==> src/rtl/mmp_pkg.sv <==
// package for the memory-map position register block
package mmp_pkg;
  // register offsets (word offsets, compared against paddr[11:2])
  localparam logic [10:0] OFF_RAM_POS   = 11'h010;
  localparam logic [10:0] OFF_REG_POS   = 11'h011;
  localparam logic [10:0] OFF_EE_POS    = 11'h012;
  localparam logic [10:0] OFF_MISC      = 11'h013;
  localparam logic [10:0] OFF_TEST0     = 11'h014;
  localparam logic [10:0] OFF_TEST1     = 11'h017;
  localparam logic [10:0] OFF_MEMSIZE0  = 11'h01c;
  localparam logic [10:0] OFF_MEMSIZE1  = 11'h01d;
  localparam logic [10:0] OFF_PAGE      = 11'h030;
  localparam logic [10:0] OFF_PAGE_RSVD = 11'h031;
  // field positions and masks
  localparam int          BASE_LSB      = 3;
  localparam int          RAM_ALIGN_BIT = 0;
  localparam int          EE_ENABLE_BIT = 0;
  localparam int          SIZE_SW_BIT   = 7;
  localparam logic [7:0]  RAM_POS_MASK  = 8'hf9;
  localparam logic [7:0]  REG_POS_MASK  = 8'h78;
  localparam logic [7:0]  EE_POS_MASK   = 8'hf9;
  localparam logic [7:0]  MISC_MASK     = 8'h0f;
  localparam logic [7:0]  PAGE_MASK     = 8'h3f;
  // reset values
  localparam logic [7:0]  RAM_POS_RST   = 8'h00;
  localparam logic [7:0]  REG_POS_RST   = 8'h00;
  localparam logic [7:0]  MISC_RST      = 8'h0d;
  localparam logic [7:0]  MISC_TEST_RST = 8'h0c;
  localparam logic [7:0]  PAGE_RST      = 8'h00;
  // window sizes in address bits
  localparam int          REG_SMALL_BITS = 10;
  localparam int          REG_LARGE_BITS = 11;
  localparam int          RAM_BITS       = 11;
  localparam int          EE_BITS        = 11;
  // decoder result
  typedef enum logic [1:0] {SEL_NONE, SEL_REGS, SEL_RAM, SEL_EEPROM} mmp_sel_t;
endpackage

==> src/rtl/mmp_decode_if.sv <==
// interface carrying live map settings from the register bank to the decoder
`timescale 1ns/10ps
`default_nettype none
interface mmp_decode_if;
  logic [4:0] ramBase;
  logic       ramHighAlign;
  logic [3:0] regBase;
  logic       regLarge;
  logic [4:0] eeBase;
  logic       eeEnable;
  modport bank (output ramBase, ramHighAlign, regBase, regLarge, eeBase, eeEnable);
  modport dec  (input  ramBase, ramHighAlign, regBase, regLarge, eeBase, eeEnable);
endinterface
`default_nettype wire

==> src/rtl/mmp_decoder.sv <==
// priority address decoder for registers, ram and eeprom windows
`timescale 1ns/10ps
`default_nettype none
module mmp_decoder (
  // clock and reset
  input  wire logic            clk,
  input  wire logic            rst,
  // live map settings
  mmp_decode_if.dec            cfg,
  // core address
  input  wire logic [15:0]     coreAddr,
  // registered selects
  output var  mmp_pkg::mmp_sel_t sel
);
  logic regHit;
  logic ramHit;
  logic eeHit;
  logic [4:0] ramTop;

  // window hits; ram high-align moves the ram window to the top 2k-aligned slot (5'h1f), ignoring ramBase
  always_comb begin
    ramTop = cfg.ramHighAlign ? 5'h1f : cfg.ramBase;
    regHit = cfg.regLarge ? (coreAddr[15:11] == {1'b0, cfg.regBase})
                          : (coreAddr[15:11] == {1'b0, cfg.regBase}) && !coreAddr[10];
    ramHit = (coreAddr[15:11] == (cfg.ramHighAlign ? ramTop : cfg.ramBase));
    eeHit  = cfg.eeEnable && (coreAddr[15:11] == cfg.eeBase);
  end

  // registers first, then ram, then eeprom so only one resource answers
  always_ff @(posedge clk) begin
    if (rst) begin
      sel <= mmp_pkg::SEL_NONE;
    end else if (regHit) begin
      sel <= mmp_pkg::SEL_REGS;
    end else if (ramHit) begin
      sel <= mmp_pkg::SEL_RAM;
    end else if (eeHit) begin
      sel <= mmp_pkg::SEL_EEPROM;
    end else begin
      sel <= mmp_pkg::SEL_NONE;
    end
  end
endmodule
`default_nettype wire

==> src/rtl/mmp_position_regs.sv <==
// memory-map position register bank with apb slave and address decode
`timescale 1ns/10ps
`default_nettype none
module mmp_position_regs #(
  parameter logic [7:0] EE_POS_RESET    = 8'h00,
  parameter bit         EE_WRITE_ONCE   = 1'b0,
  parameter logic [7:0] TEST0_VALUE     = 8'h00,
  parameter logic [7:0] TEST1_VALUE     = 8'h00,
  parameter logic [7:0] MEMSIZE0_LOW    = 8'h00,
  parameter logic [7:0] MEMSIZE1_VALUE  = 8'h00
) (
  // clock and reset
  input  wire logic        clk,
  input  wire logic        rst,
  // operating mode and integration switches
  input  wire logic        specialMode,
  input  wire logic        registerSpaceSizeSwitch,
  // apb slave
  input  wire logic        psel,
  input  wire logic        penable,
  input  wire logic        pwrite,
  input  wire logic [11:0] paddr,
  input  wire logic [31:0] pwdata,
  input  wire logic [3:0]  pstrb,
  output logic [31:0]      prdata,
  output logic             pready,
  output logic             pslverr,
  // core side address decode
  input  wire logic [15:0] coreAddr,
  output logic             selRegs,
  output logic             selRam,
  output logic             selEeprom,
  // live settings for other core logic
  output logic [1:0]       extStretch,
  output logic             romHighOnly,
  output logic             romEnable,
  output logic [5:0]       pageIndex
);
  // ****************************************************************
  // register storage
  // ****************************************************************
  // stored images; unimplemented bits are masked to zero on every write
  logic [7:0] ramPosition;
  logic [7:0] registerSpacePosition;
  logic [7:0] eepromPosition;
  logic [7:0] miscSystemControl;
  logic [7:0] programPageIndex;

  // write-once locks, cleared only by reset
  logic       ramWritten;
  logic       regWritten;
  logic       eeWritten;
  logic       miscWritten;

  // captured size strap and the mode synchroniser
  logic       sizeSwitch;
  logic       sizeSwitchLoaded;
  logic       specialMode0;
  logic       specialModeSync;

  // ****************************************************************
  // apb decode
  // ****************************************************************
  // decoded view of the bus request in flight
  logic        access;
  logic        wrEn;
  logic [10:0] offset;
  logic        hitModule;
  logic        mapped;
  logic [7:0]  readByte;

  // apb offsets decode from paddr alone; the register base does not move this window
  always_comb begin
    offset    = {1'b0, paddr[11:2]};
    // a byte address off the word boundary is not a register
    hitModule = (paddr[1:0] == 2'b00);
    mapped    = 1'b0;
    readByte  = 8'h00;
    case (offset)
      mmp_pkg::OFF_RAM_POS: begin
        mapped   = 1'b1;
        readByte = ramPosition & mmp_pkg::RAM_POS_MASK;
      end
      mmp_pkg::OFF_REG_POS: begin
        mapped   = 1'b1;
        readByte = registerSpacePosition & mmp_pkg::REG_POS_MASK;
      end
      mmp_pkg::OFF_EE_POS: begin
        mapped   = 1'b1;
        readByte = eepromPosition & mmp_pkg::EE_POS_MASK;
      end
      mmp_pkg::OFF_MISC: begin
        mapped   = 1'b1;
        readByte = miscSystemControl & mmp_pkg::MISC_MASK;
      end
      mmp_pkg::OFF_TEST0: begin
        mapped   = 1'b1;
        readByte = TEST0_VALUE;
      end
      mmp_pkg::OFF_TEST1: begin
        mapped   = 1'b1;
        readByte = TEST1_VALUE;
      end
      mmp_pkg::OFF_MEMSIZE0: begin
        mapped   = 1'b1;
        readByte = {sizeSwitch, MEMSIZE0_LOW[6:0]};
      end
      mmp_pkg::OFF_MEMSIZE1: begin
        mapped   = 1'b1;
        readByte = MEMSIZE1_VALUE;
      end
      mmp_pkg::OFF_PAGE: begin
        mapped   = 1'b1;
        readByte = programPageIndex & mmp_pkg::PAGE_MASK;
      end
      mmp_pkg::OFF_PAGE_RSVD: begin
        mapped   = 1'b1;
        readByte = 8'h00;
      end
      default: begin
        mapped   = 1'b0;
        readByte = 8'h00;
      end
    endcase
    mapped = mapped && hitModule;
  end

  // single-wait-free access; only lane 0 carries a register byte
  assign access = psel && penable && pready;
  assign wrEn   = access && pwrite && pstrb[0] && mapped;

  // ****************************************************************
  // write strobes and write rights
  // ****************************************************************
  logic wrRamPos;
  logic wrRegPos;
  logic wrEePos;
  logic wrMisc;
  logic wrPage;
  logic ramMayWrite;
  logic regMayWrite;
  logic eeBaseMayWrite;
  logic miscMayWrite;

  // one strobe per writable register, all from the same bus access
  always_comb begin
    wrRamPos = wrEn && (offset == mmp_pkg::OFF_RAM_POS);
    wrRegPos = wrEn && (offset == mmp_pkg::OFF_REG_POS);
    wrEePos  = wrEn && (offset == mmp_pkg::OFF_EE_POS);
    wrMisc   = wrEn && (offset == mmp_pkg::OFF_MISC);
    wrPage   = wrEn && (offset == mmp_pkg::OFF_PAGE);
  end

  // special modes lift every write-once lock; a lock clears only on reset,
  // so a part that leaves special mode keeps whatever it wrote there
  always_comb begin
    ramMayWrite    = specialModeSync || !ramWritten;
    regMayWrite    = specialModeSync || !regWritten;
    eeBaseMayWrite = !EE_WRITE_ONCE || specialModeSync || !eeWritten;
    miscMayWrite   = specialModeSync || !miscWritten;
  end

  // ****************************************************************
  // mode and switch capture
  // ****************************************************************
  // mode pin comes from outside the clock domain
  always_ff @(posedge clk) begin
    if (rst) begin
      specialMode0    <= 1'b0;
      specialModeSync <= 1'b0;
    end else begin
      specialMode0    <= specialMode;
      specialModeSync <= specialMode0;
    end
  end

  // strap caught at the first clocked edge after reset, then held
  always_ff @(posedge clk) begin
    if (rst) begin
      sizeSwitchLoaded <= 1'b0;
      sizeSwitch       <= 1'b0;
    end else if (!sizeSwitchLoaded) begin
      sizeSwitchLoaded <= 1'b1;
      sizeSwitch       <= registerSpaceSizeSwitch;
    end
  end

  // ****************************************************************
  // ram position register
  // ****************************************************************
  // normal modes get a single write; special modes write freely
  always_ff @(posedge clk) begin
    if (rst) begin
      ramPosition <= mmp_pkg::RAM_POS_RST;
      ramWritten  <= 1'b0;
    end else if (wrRamPos && ramMayWrite) begin
      ramPosition <= pwdata[7:0] & mmp_pkg::RAM_POS_MASK;
      ramWritten  <= 1'b1;
    end
  end

  // ****************************************************************
  // register-space position register
  // ****************************************************************
  always_ff @(posedge clk) begin
    if (rst) begin
      registerSpacePosition <= mmp_pkg::REG_POS_RST;
      regWritten            <= 1'b0;
    end else if (wrRegPos && regMayWrite) begin
      registerSpacePosition <= pwdata[7:0] & mmp_pkg::REG_POS_MASK;
      regWritten            <= 1'b1;
    end
  end

  // ****************************************************************
  // eeprom position register
  // ****************************************************************
  // enable bit always writable; base field rights set at integration
  // bits 2:1 are never written, so they keep their masked reset zeros
  always_ff @(posedge clk) begin
    if (rst) begin
      eepromPosition <= EE_POS_RESET & mmp_pkg::EE_POS_MASK;
      eeWritten      <= 1'b0;
    end else if (wrEePos) begin
      eepromPosition[mmp_pkg::EE_ENABLE_BIT] <= pwdata[mmp_pkg::EE_ENABLE_BIT];
      if (eeBaseMayWrite) begin
        eepromPosition[7:3] <= pwdata[7:3];
        eeWritten           <= 1'b1;
      end
    end
  end

  // ****************************************************************
  // misc control and page index
  // ****************************************************************
  always_ff @(posedge clk) begin
    if (rst) begin
      miscSystemControl <= mmp_pkg::MISC_RST;
      miscWritten       <= 1'b0;
    end else if (wrMisc && miscMayWrite) begin
      miscSystemControl <= pwdata[7:0] & mmp_pkg::MISC_MASK;
      miscWritten       <= 1'b1;
    end
  end

  always_ff @(posedge clk) begin
    if (rst) begin
      programPageIndex <= mmp_pkg::PAGE_RST;
    end else if (wrPage) begin
      programPageIndex <= pwdata[7:0] & mmp_pkg::PAGE_MASK;
    end
  end

  // ****************************************************************
  // apb answer
  // ****************************************************************
  // zero-wait answer; unmapped offsets give pslverr and zero data
  // pready stands one cycle only, so every access phase lasts one cycle
  always_ff @(posedge clk) begin
    if (rst) begin
      pready  <= 1'b0;
      prdata  <= 32'h0000_0000;
      pslverr <= 1'b0;
    end else begin
      pready  <= psel && !penable;
      pslverr <= psel && !penable && !mapped;
      if (psel && !penable && !pwrite) begin
        prdata <= {24'h00_0000, (mapped ? readByte : 8'h00)};
      end
    end
  end

  // ****************************************************************
  // decoder and live outputs
  // ****************************************************************
  mmp_decode_if decIf ();

  // settings go live from the register, so decode moves the next cycle
  assign decIf.ramBase      = ramPosition[7:3];
  assign decIf.ramHighAlign = ramPosition[mmp_pkg::RAM_ALIGN_BIT];
  assign decIf.regBase      = registerSpacePosition[6:3];
  assign decIf.regLarge     = sizeSwitch;
  assign decIf.eeBase       = eepromPosition[7:3];
  assign decIf.eeEnable     = eepromPosition[mmp_pkg::EE_ENABLE_BIT];

  // priority result, registered once inside the decoder
  mmp_pkg::mmp_sel_t sel;

  mmp_decoder u_decoder (
    .clk      (clk),
    .rst      (rst),
    .cfg      (decIf),
    .coreAddr (coreAddr),
    .sel      (sel)
  );

  // one-hot selects from the registered priority result
  always_ff @(posedge clk) begin
    if (rst) begin
      selRegs   <= 1'b0;
      selRam    <= 1'b0;
      selEeprom <= 1'b0;
    end else begin
      selRegs   <= (sel == mmp_pkg::SEL_REGS);
      selRam    <= (sel == mmp_pkg::SEL_RAM);
      selEeprom <= (sel == mmp_pkg::SEL_EEPROM);
    end
  end

  // misc and page settings out to the rest of the core
  // copies trail their register by one cycle, unlike the decode settings, which are wired straight from the registers
  always_ff @(posedge clk) begin
    if (rst) begin
      extStretch  <= mmp_pkg::MISC_RST[3:2];
      romHighOnly <= mmp_pkg::MISC_RST[1];
      romEnable   <= mmp_pkg::MISC_RST[0];
      pageIndex   <= mmp_pkg::PAGE_RST[5:0];
    end else begin
      extStretch  <= miscSystemControl[3:2];
      romHighOnly <= miscSystemControl[1];
      romEnable   <= miscSystemControl[0];
      pageIndex   <= programPageIndex[5:0];
    end
  end
endmodule
`default_nettype wire

==> config.mk <==
export PLATFORM = sky130hd
export DESIGN_NAME = mmp_position_regs
export DESIGN_NICKNAME = d
export VERILOG_FILES = /design/src/rtl/mmp_pkg.sv /design/src/rtl/mmp_decode_if.sv /design/src/rtl/mmp_decoder.sv /design/src/rtl/mmp_position_regs.sv
export SDC_FILE = /design/constraint.sdc
export NUM_CORES = 1
export LEC_CHECK = 0
export BUFFER_PORTS_ARGS = -buffer_cell sky130_fd_sc_hd__buf_2
export CORE_ASPECT_RATIO = 1.75
export CORE_MARGIN = 2
export CORE_UTILIZATION = 48
export DETAILED_ROUTE_END_ITERATION = 10
export PLACE_DENSITY_LB_ADDON = 0.05
export SETUP_SLACK_MARGIN = 0.15
export SYNTH_ARGS = -nofsm -noshare
export SYNTH_HDL_FRONTEND = slang
export SYNTH_SLANG_ARGS = --single-unit
==> constraint.sdc <==
create_clock -name clk -period 3.12 [get_ports clk]
set_clock_uncertainty 0.2 [all_clocks]
set_input_delay 0.78 -clock clk [delete_from_list [all_inputs] [get_ports clk]]
set_output_delay 0.78 -clock clk [all_outputs]
set_load 0.005 [all_outputs]
---- Yosys cells after proc, flatten, opt, wreduce, memory -nomap -nowiden ----
Cells that the tools add are included.
Widths: inputs -> output; s select.
word-level totals
  output and inout port bits .............. 47
  memories kept ........................... 0
  bits of input ports ..................... 71
  latch bits .............................. 0
  word-level logic and storage cells ...... 81
  ROM bits ................................ 0
  memory bits (writable) .................. 0
  register bits ........................... 58
operators by class
  eq/ne operators ......................... 16
  add/subtract/negate cells ............... 0
  reduce and logical (&&, ||, !) cells .... 32
  $lt $le $gt $ge ......................... 0
  multipliers ............................. 0
  shifts and indexed selects .............. 0
  muxes and demuxes ....................... 9
  div/mod/pow operators ................... 0
  bitwise operators ....................... 0
operators with widths
  kind                 count
  $eq 10x5->1 const B  8
  $pmux 8 s6           1
  $eq 10x6->1 const B  2
  $logic_and 1x1->1    19
  $eq 5x5->1           2
  $reduce_or 10->1     1
  $mux 8               1
  $logic_not 1->1      7
  $eq 5x4->1           1
  $mux 5               1
  $eq 2x2->1 const B   2
  $mux 1               4
  $mux 2               2
  $logic_or 1x1->1     3
  $eq 2x1->1 const B   1
  $logic_not 2->1      1
  $reduce_or 2->1      1

---- Depth between registers and ports, before layout ----
Gate-level depths: netlist of the first run.
  depth in word-level cells ............... 7
  mapped depth ............................ 6
  mapped depth without buffers ............ 5

---- Hierarchy ----
From an unflattened synthesis of the first run, not the netlist that was laid out.
unflattened totals
  cells, all modules ...................... 319
  area, all modules ....................... 2845.2 µm²
by module, submodules not included
  module             cells each  instances  sequential area each (µm²)  area an instance (µm²)
  mmp_position_regs  282         1          1121.1                      2557.5
  mmp_decoder        37          1          40.0                        287.8

---- Worst setup path after synthesis of the first run ----
OpenSTA, ideal clock, no wires.
  kind .................................... in2reg
  start ................................... input paddr[9]
  end ..................................... register miscSystemControl[1]
  library setup time ...................... 0.121 ns
  stages .................................. 5
  buffers on the path ..................... 1
  arrival ................................. 2.170 ns
  slack ................................... 0.630 ns
  required time ........................... 2.799 ns
  cell sequence ........................... or4_4 > nor2_4 > and4_1 > buf_2 > mux2_2
on the way
  cells in the longest elaborated chain, start to end .. 7
  elaborated cells on any way between the ends .. 16
  classes of those cells .................. eq/ne: 10; mux: 1; reduce/logical: 5
ends and longest elaborated chain
  element                              line                      text
  from (decl)                          mmp_position_regs.sv:22   input wire logic [11:0] paddr,
  $eq 10x5->1 (tied with other cells)  mmp_position_regs.sv:79   case (offset)
  $reduce_or 10->1 (no source line)    --
  $mux 1                               mmp_position_regs.sv:79
  $logic_and 1x1->1                    mmp_position_regs.sv:125  mapped = mapped && hitModule;
  $logic_and 1x1->1                    mmp_position_regs.sv:130  assign wrEn = access && pwrite && pstrb[0] && mapped;
  $logic_and 1x1->1 *                  mmp_position_regs.sv:150  wrMisc = wrEn && (offset == mmp_pkg::OFF_MISC);
  $logic_and 1x1->1 *                  mmp_position_regs.sv:240  end else if (wrMisc && miscMayWrite) begin
  to (signal assigned)                 mmp_position_regs.sv:238  miscSystemControl <= mmp_pkg::MISC_RST;
  to (signal assigned)                 mmp_position_regs.sv:241  miscSystemControl <= pwdata[7:0] & mmp_pkg::MISC_MASK;
  to (decl)                            mmp_position_regs.sv:46   logic [7:0] miscSystemControl;
Mark *: on every way between the ends. The rest lies on a longest branch, timed or not.
A chain may end at the register's enable or synchronous reset.

---- Worst setup path after layout of the first run ----
  start ................................... input paddr[8]
  end ..................................... register miscSystemControl[1]
The elaborated chain is that of the path after synthesis.

==> impl_metrics.json, run 1 <==
{
  "maxCapViolCount": 0,
  "met2WireLength_um": 3180,
  "p_int_uw": 1190,
  "end_kind": "flop",
  "synth.yosys.warnings": 0,
  "seqPwrFrac_pct": 48.0,
  "cts-root-buf": "clkbuf_8",
  "finalCritPeriodShare_pct": 74.4,
  "hpwl_um": 4760,
  "required_ns": 3.14,
  "cts_max_path_buffers": 2,
  "ys_types": 56,
  "initial_core_util_pct": 49.3,
  "r2r-end": "miscSystemControl[1]",
  "routedWlPerCell_um": 14.3,
  "critPathSlowestCell": "and4_1",
  "clk-insertion-delay-late_ns": 0.33,
  "top_layer": "met4",
  "finalWeightedCongestion": 0.848,
  "critPathMaxFanout": 4,
  "cp-startpoint": "paddr[8]",
  "p_per_area_nw_per_um2": 470,
  "cts_setup_buffers": 0,
  "ys.flop_type": "dfxtp_1",
  "worstPathArrival_ns": 2.34,
  "yosysSeqAreaShare_pct": 40.4,
  "num_rows": 37,
  "coreArea_sq_um": 5830,
  "fmax_ghz": 0.431,
  "vias": 2221,
  "n_fill_cell": 548,
  "status": "finished, final reports clean",
  "hold_path_class": "flop to flop",
  "grt-ovfl-total": 0,
  "cts_tree": "done",
  "syn_area_sq_um": 2880,
  "h-tree-depth": 3,
  "clk_pin_slew_ns": 0.06,
  "slew_viol_final": 0,
  "tightestPinTransition_ns": 0.488,
  "yosysTopAreaCellShare_pct": 40.4,
  "async_flop_share_pct": 0,
  "numCtsBuffers": 9,
  "start_kind": "primary input",
  "relSlewSlack_pct": 67.2,
  "p_sw_share_pct": 23.3,
  "diodes": 0,
  "grt_usage_pct": 20.1,
  "ys_ff_latch": 58,
  "die_area_sq_um": 6650,
  "syn_area_per_cell_sq_um": 9.58,
  "reg2regPathDepth": 5,
  "holdWs_ns": 0.234,
  "drtPass1Iterations": 4,
  "antenna_found_initial": 0,
  "path_class": "primary input to flop",
  "dieWidth_um": 62.5,
  "synth-edff-count": 0,
  "r2r-start": "pready",
  "period_needed_ns": 2.32,
  "ios": 118,
  "clkPwrFrac_pct": 44.9,
  "placed_area_sq_um": 3100,
  "synth_area_leaders": "dfxtp_1, mux2i_1, buf_4, nor2_1, nor2b_1",
  "dr.first_iter.drc_count": 68,
  "numClockSinks": 58,
  "crit_path_cell_trace": "buf_2, nor3b_4, nand2_1, nor2_1, and4_1, mux2_2",
  "slowest_delay_ns": 0.38,
  "drcViolationCount": 0,
  "portBuffers": 56,
  "final_antenna_net_count": 0,
  "vias_per_cell": 5.01,
  "die_height_um": 106,
  "final_hold_viol_count": 0,
  "fin_tns_setup_ns": 0,
  "rsz0062_at_grt": "false",
  "r2r_slack_ns": 1.26,
  "synth.largest_area_cell": "dfxtp_1",
  "multiInputGateArea_sq_um": 1490,
  "final_nets": 431,
  "power_uw": 1550,
  "grt_pass1_vias": 2055,
  "cts_resized": 0,
  "syn_to_final_growth_pct": 15.0,
  "combinationalPowerShare_pct": 7.1,
  "regArea_sq_um": 1160,
  "peakVddDrop_mv": 0.390,
  "wl_met3_um": 231,
  "drive_above_1_share_pct": 27.1,
  "synthTopCellsByCount": "dfxtp_1, nor2_1, mux2i_1",
  "wirelength_um": 6330,
  "synth.most_common_cell": "dfxtp_1",
  "netlist_instances": 300,
  "p_switching_uw": 362,
  "crit_end": "miscSystemControl[1]",
  "grt_pass1_wl_um": 10100,
  "final_area_sq_um": 3310,
  "grt_max_degree": 39,
  "finalSetupViolations": 0,
  "p_leak_uw": 0.00134,
  "cts_hold_buffers": 0,
  "met1_length_um": 2760
}
-- cells by family (layout without fill, tap and decap cells) --
logic type / after synthesis / count (layout) / share of synthesized area, %
buffers and inverters: 42 / 84 / 10.7
multiplexers: 33 / 33 / 11.7
AND/OR/NAND/NOR: 113 / 113 / 23.1
other: 1 / 24 / 0.130
flip-flops: 58 / 58 / 40.4
XOR/XNOR: 12 / 12 / 3.66
AO/OA/AOI/OAI: 41 / 41 / 10.4
-- placed cells by master, fill, tap and decap left out, types with 6 or more instances in the layout --
| master | Yosys | final |
|---|---|---|
| dfxtp_1 | 58 | 58 |
| buf_2 | 1 | 56 |
| nor2_1 | 41 | 41 |
| mux2i_1 | 29 | 29 |
| conb_1 | 1 | 24 |
| nor2b_1 | 14 | 14 |
| nand2_1 | 12 | 12 |
| clkbuf_8 | 2 | 11 |
| nand3_1 | 8 | 8 |
| xor2_1 | 8 | 8 |
| buf_4 | 25 | 7 |
| a21oi_1 | 6 | 6 |
| o21ai_1 | 6 | 6 |
-- final cells by class --
| type | instances | share of cell area, % |
|---|---|---|
| multi-input combinational | 223 | 45.1 |
| clock buffer | 11 | 4.58 |
| timing repair buffer | 63 | 10.1 |
| inverter | 5 | 0.568 |
| sequential | 58 | 35.1 |
| clock inverter | 5 | 1.59 |
| tap | 78 | 2.95 |
-- power by group through the flow --
stage               clock network [uW]  logic, uW  registers, uW
floorplan                            0       91.9            762
CTS                                715        110            746
finish                             698        110            746
global placement                     0        108            763
global route                       754        121            746
detailed placement                   0        109            763
-- through the flow --
stage	util, %	setup WS, ns	std cells
2_1_floorplan	-	0.630	323
3_3_place_gp	53.2	0.456	427
3_5_place_dp	53.2	0.456	427
4_1_cts	56.7	0.811	443
5_1_grt	56.7	0.722	443
6_report	56.7	0.799	443
-- critical path, delay by kind of cell --
kind / cells / cell delay (ns)
buffers and inverters: 1 / 0.12
AND/OR/NAND/NOR: 4 / 1.08
multiplexers: 1 / 0.36
-- worst min path at each step --
stage	startpoint	to	slack, ns	cells past startpoint
floorplan	u_decoder.sel[1]	selRegs	0.20	1
global placement	u_decoder.sel[1]	selRegs	0.21	1
detailed placement	u_decoder.sel[0]	selRam	0.22	1
CTS	u_decoder.sel[0]	selRam	0.23	1
global route	specialMode0	specialModeSync	0.26	1
finish	u_decoder.sel[1]	selRegs	0.23	1
-- routing by layer --
layer | global-route usage (%) | vias up
met4 | 12.7 | 0
met1 | 24.2 | 1033
met3 | 3.70 | 9
met2 | 32.8 | 63
met5 | 0 | -
li1 | - | 1116
-- sequential cells by signal (all words and copies together), names as in the netlist, 2 cells and up --
name	flops
eepromPosition	6
extStretch	2
miscSystemControl	4
pageIndex	6
prdata	8
programPageIndex	6
ramPosition	6
registerSpacePosition	4
u_decoder.sel	2
Power figures use the tool's default switching activity.
==> run 2: changes to the inputs <==
- ABC_AREA: not set -> 1
- CORE_UTILIZATION: 48 -> 44
- clock period: 3.12 -> 1.91 ns (I/O delays scaled with it)
==> run 2 against run 1 <==
  * Setup slack got worse by 0.69 ns
  * Register-to-register slack got worse by 0.93 ns
  * Routed wire length increased by 19%
  * Largest cell class unchanged
  * Sequential power grew 64%
  * Synthesized cell count rose by 33%
==> impl_metrics.json, run 2 <==
{
  "dr.first_iter.drc_count": 105,
  "initial_core_util_pct": 45.1,
  "cpMostUsedCell": "nand2_2",
  "synthTopCellsByCount": "nand2_1, nor2_1, dfxtp_1",
  "period_needed_ns": 1.80,
  "r2r-start": "ramPosition[0]",
  "p_per_area_nw_per_um2": 819,
  "synth.largest_area_cell": "dfxtp_1",
  "grt_pass1_vias": 2556,
  "synth-edff-count": 0,
  "synth.yosys.warnings": 0,
  "async_flop_share_pct": 0,
  "hpwl_um": 5470,
  "grt_max_degree": 31,
  "dieWidth_um": 65.4,
  "syn_area_sq_um": 2910,
  "ys_ff_latch": 58,
  "yosysSeqAreaShare_pct": 39.9,
  "vias_per_cell": 4.70,
  "numCtsBuffers": 9,
  "grt_pass1_wl_um": 12100,
  "diodes": 0,
  "reg2regPathDepth": 7,
  "p_leak_uw": 0.00185,
  "maxCapViolCount": 0,
  "drtPass1Iterations": 4,
  "slowest_delay_ns": 0.16,
  "vias": 2695,
  "peakVddDrop_mv": 0.619,
  "required_ns": 1.97,
  "syn_area_per_cell_sq_um": 7.28,
  "final_hold_viol_count": 0,
  "rsz0062_at_grt": "true",
  "start_kind": "primary input",
  "critPathBufInv": 2,
  "die_area_sq_um": 7300,
  "end_kind": "flop",
  "r2r-end": "u_decoder.sel[0]",
  "min_to": "specialMode0",
  "place_inst": 553,
  "n_fill_cell": 657,
  "worstPathArrival_ns": 1.86,
  "fin_cells": 574,
  "holdPathStages": 3,
  "num_rows": 39,
  "path_class": "primary input to flop",
  "grt-ovfl-total": 0,
  "synth_area_leaders": "dfxtp_1, nand2_1, nor2_1, buf_4, inv_1",
  "grt_usage_pct": 22.1,
  "drcViolationCount": 0,
  "antenna_found_initial": 0,
  "yosysTopAreaCellShare_pct": 39.9,
  "finalCritPeriodShare_pct": 94.1,
  "final_antenna_net_count": 0,
  "drive_above_1_share_pct": 31.3,
  "finalWeightedCongestion": 0.953,
  "critPathMaxFanout": 6,
  "fmax_ghz": 0.556,
  "hold_path_class": "primary input to flop",
  "holdWs_ns": 0.152,
  "cts_tree": "done",
  "wirelength_um": 7520,
  "placed_area_sq_um": 3330,
  "finalSetupViolations": 0,
  "slew_viol_final": 0,
  "clk-insertion-delay-late_ns": 0.33,
  "final_nets": 558,
  "portBuffers": 56,
  "critPathSlowestCell": "nor2_4",
  "die_height_um": 112,
  "r2r_slack_ns": 0.33,
  "hp-start": "specialMode",
  "routedWlPerCell_um": 13.1,
  "ys.flop_type": "dfxtp_1",
  "h-tree-depth": 3,
  "status": "finished, final reports clean",
  "synth.most_common_cell": "nand2_1",
  "netlist_instances": 399,
  "coreArea_sq_um": 6440,
  "cts-root-buf": "clkbuf_16",
  "cp_top_family": "simple AND/OR/NAND/NOR gates",
  "syn_to_final_growth_pct": 31.9,
  "final_area_sq_um": 3830,
  "crit_path_cell_trace": "buf_6, nor2_4, nand2_2, nor2_2, nand3_2, o31ai_4, nand2_2, nand2_4, buf_6, nand4_4, nand2_2, nand2_1, nor2_1",
  "largest_reg_flops": 8,
  "clk_pin_slew_ns": 0.05,
  "numClockSinks": 58,
  "ys_types": 36,
  "largest-register": "prdata",
  "cts_max_path_buffers": 2,
  "final_cell_mix": "nor2_1, nand2_1, dfxtp_1",
  "ios": 118
}
## run 2: how the worst max path moves through the flow
stage	cells past startpoint	to	startpoint	slack (ns)
after floorplan	12	eepromPosition[0]	paddr[10]	-0.03
after global placement	12	registerSpacePosition[3]	paddr[9]	-0.28
after detailed placement	13	registerSpacePosition[5]	paddr[9]	-0.31
after CTS	11	registerSpacePosition[3]	paddr[4]	0.13
after global routing	13	registerSpacePosition[3]	paddr[9]	0.005
final	13	registerSpacePosition[6]	paddr[9]	0.11
## run 2: power breakdown
group	total (uW)	leakage [uW]	switching (uW)	internal (uW)
Sequential	1220	0.000469	2.01	1220
Combinational	185	0.00123	114	71.6
Clock	1730	0.000156	562	1170
## run 2: tightest hold or removal path: cells and delay by family
kind / cells / cell delay (ns)
buf+inv: 2 / 0.10
simple gates: 1 / 0.06
## run 2: metrics by stage
| stage | worst slack, ns | setup TNS, ns | total power [uW] | utilization, % |
|---|---|---|---|---|
| finish | 0.113 | 0 | 3140 | 59.5 |
| floorplan | -0.0294 | -0.353 | 1360 | - |
| global placement | -0.278 | -7.93 | 1410 | 51.7 |
| global route | 0.00494 | 0 | 3240 | 59.5 |
| CTS | 0.129 | 0 | 3160 | 57.7 |
| detailed placement | -0.315 | -8.77 | 1410 | 51.7 |
## run 2: per-layer routing
layer  vias up  routed length, um  GRT usage [%]
met5         -                  0              0
met4         0                176           9.58
met3        13                248           5.35
met2        62               4130           39.1
met1      1239               2960           24.3
li1       1381                  -              -
## run 2: final cells by class
cell class	count	area, sq um	area share (%)
flip-flops and latches	58	1160	30.3
clock buffers	11	243	6.33
inverters	49	184	4.80
well taps	82	103	2.68
clock inverters	5	77.6	2.02
repair buffers	86	554	14.5
multi-input cells	283	1510	39.4
## run 2: cells by family after synthesis
kind of cell	count (synthesis)	share of synthesized area, %
flip-flops	58	39.9
other	1	0.129
XOR/XNOR	7	2.11
AND/OR/NAND/NOR	214	34.7
AO/OA/AOI/OAI	36	7.66
buffers and inverters	83	15.5
## run 2: timing repair
| action | in CTS | in global routing |
|---|---|---|
| buffers inserted | 0 | 3 |
| gates cloned | 1 | 1 |
| gates resized for setup | 13 | 20 |
| endpoints found under the setup margin | 32 | 38 |
| hold buffers | 0 | 0 |
| endpoints found under the hold margin | 0 | 0 |
| pin swaps | 8 | 9 |
==> run 3: changes to the inputs <==
- CAP_MARGIN: not set -> 20
- CORE_UTILIZATION: 44 -> 52
- clock period: 1.91 -> 2.19 ns (I/O delays scaled with it)
==> run 3 against run 2 <==
  * Sequential power fell by 13%
  * Clock power fell by 45%
  * Register-to-register slack improved by 0.29 ns
  * Core utilization rose by 4.5 points
  * Sequential cell count did not move
  * Cell count fell by 1.9%
  * Largest cell class unchanged
  * Largest power group is now sequential cells
==> impl_metrics.json, run 3 (synthesized netlist as in run 2, its figures left out) <==
{
  "cts_tree": "done",
  "cts_resized": 0,
  "antenna_found_initial": 0,
  "finalCritPeriodShare_pct": 87.3,
  "cts_max_path_buffers": 2,
  "final_cell_mix": "nand2_1, nor2_1, dfxtp_1",
  "slowest_delay_ns": 0.25,
  "numClockSinks": 58,
  "num_rows": 36,
  "finalSetupViolations": 0,
  "relSlewSlack_pct": 66.3,
  "clk-insertion-delay-late_ns": 0.34,
  "p_int_uw": 1630,
  "placed_area_sq_um": 3300,
  "p_sw_share_pct": 24.0,
  "period_needed_ns": 1.91,
  "status": "finished, final reports clean",
  "final_nets": 553,
  "largest_reg_flops": 8,
  "dr.first_iter.drc_count": 86,
  "start_kind": "primary input",
  "required_ns": 2.21,
  "maxCapViolCount": 0,
  "final_antenna_net_count": 0,
  "ios": 118,
  "vias_per_cell": 4.75,
  "cts_setup_buffers": 0,
  "p_per_area_nw_per_um2": 611,
  "seqPwrFrac_pct": 49.5,
  "critPathSlowestCell": "nand3_2",
  "hold_path_class": "flop to flop",
  "grt_pass1_wl_um": 10800,
  "drtPass1Iterations": 4,
  "grt-ovfl-total": 0,
  "combinationalPowerShare_pct": 6.5,
  "grt_pass1_vias": 2361,
  "cp_top_family": "simple AND/OR/NAND/NOR gates",
  "numCtsBuffers": 9,
  "portBuffers": 56,
  "slew_viol_final": 0,
  "cpMostUsedCell": "nor2_1",
  "p_switching_uw": 515,
  "tightestPinTransition_ns": 0.501,
  "drcViolationCount": 0,
  "clk_pin_slew_ns": 0.06,
  "p_leak_uw": 0.00175,
  "wirelength_um": 7130,
  "vias": 2675,
  "syn_to_final_growth_pct": 20.9,
  "power_uw": 2150,
  "h-tree-depth": 3,
  "crit_path_cell_trace": "buf_2, nor2_4, nand2_1, nor2_1, nand3_1, o31ai_2, nand2_2, nand2_4, nand3_2, nor2_1, nor2_1",
  "dieWidth_um": 60.5,
  "initial_core_util_pct": 52.9,
  "critPathMaxFanout": 12,
  "coreArea_sq_um": 5500,
  "cts_hold_buffers": 0,
  "end_kind": "flop",
  "finalWeightedCongestion": 0.902,
  "final_area_sq_um": 3510,
  "clkPwrFrac_pct": 44.0,
  "rsz0062_at_grt": "false",
  "drive_above_1_share_pct": 26.5,
  "final_core_util_pct": 64.0,
  "final_hold_viol_count": 0,
  "fmax_ghz": 0.523,
  "diodes": 0,
  "cts-root-buf": "clkbuf_8",
  "die_area_sq_um": 6230,
  "grt_usage_pct": 24.0,
  "path_class": "primary input to flop",
  "peakVddDrop_mv": 0.582,
  "largest-register": "prdata",
  "routedWlPerCell_um": 12.7,
  "final_common_cell": "nand2_1",
  "worstPathArrival_ns": 1.94,
  "critPathBufInv": 1,
  "grt_max_degree": 31,
  "die_height_um": 103,
  "hpwl_um": 5430
}
[run 3: path summary, 6_finish.rpt]
path	start	endpoint	slack, ns	cells after the start
setup reg to reg	ramPosition[0]	u_decoder.sel[0]	0.62	7
hold / removal	specialMode0	specialModeSync	0.20	2
setup / recovery	paddr[9]	eepromPosition[4]	0.28	11
hold reg to reg	specialMode0	specialModeSync	0.20	2
[run 3: metrics by stage]
stage / instances / setup slack, ns / TNS (ns) / hold WS (ns)
final: 563 / 0.278 / 0 / 0.204
after global routing: 563 / 0.160 / 0 / 0.233
after CTS: 562 / 0.180 / 0 / 0.205
after detailed placement: 546 / -0.164 / -2.73 / 0.196
after global placement: 546 / -0.172 / -2.79 / 0.191
after floorplan: 422 / 0.179 / 0 / 0.188
[run 3: layout make-up]
cell class / count / area (sq um)
clock inverter: 5 / 55.1
clock buffer: 11 / 131
multi-input combinational: 282 / 1410
sequential: 58 / 1160
timing repair buffer: 82 / 475
inverter: 49 / 184
tap: 76 / 95.1
fill: 563 / 1980
[run 3: metal layers]
layer	global-route usage (%)	vias up	share of wire, %
met1	25.3	1204	37
met4	12.4	0	3.8
met2	43.2	84	54
li1	-	1368	-
met3	5.14	19	4.8
met5	0	-	0
[run 3: worst register-to-register path, stage by stage (launching register included)]
cell	delay [ns]
dfxtp_1	0.45
nor2_1	0.10
xor2_1	0.15
nand3_1	0.09
nor2_1	0.06
nor4_1	0.27
nor2_1	0.07
nor2_1	0.09
[run 3: power by group through the flow]
| stage | sequential [uW] | combinational [uW] | clock [uW] |
|---|---|---|---|
| 2_1_floorplan | 1090 | 101 | 0 |
| 5_1_grt | 1060 | 159 | 1010 |
| 3_5_place_dp | 1090 | 139 | 0 |
| 4_1_cts | 1060 | 139 | 955 |
| 3_3_place_gp | 1090 | 137 | 0 |
| 6_report | 1060 | 140 | 945 |
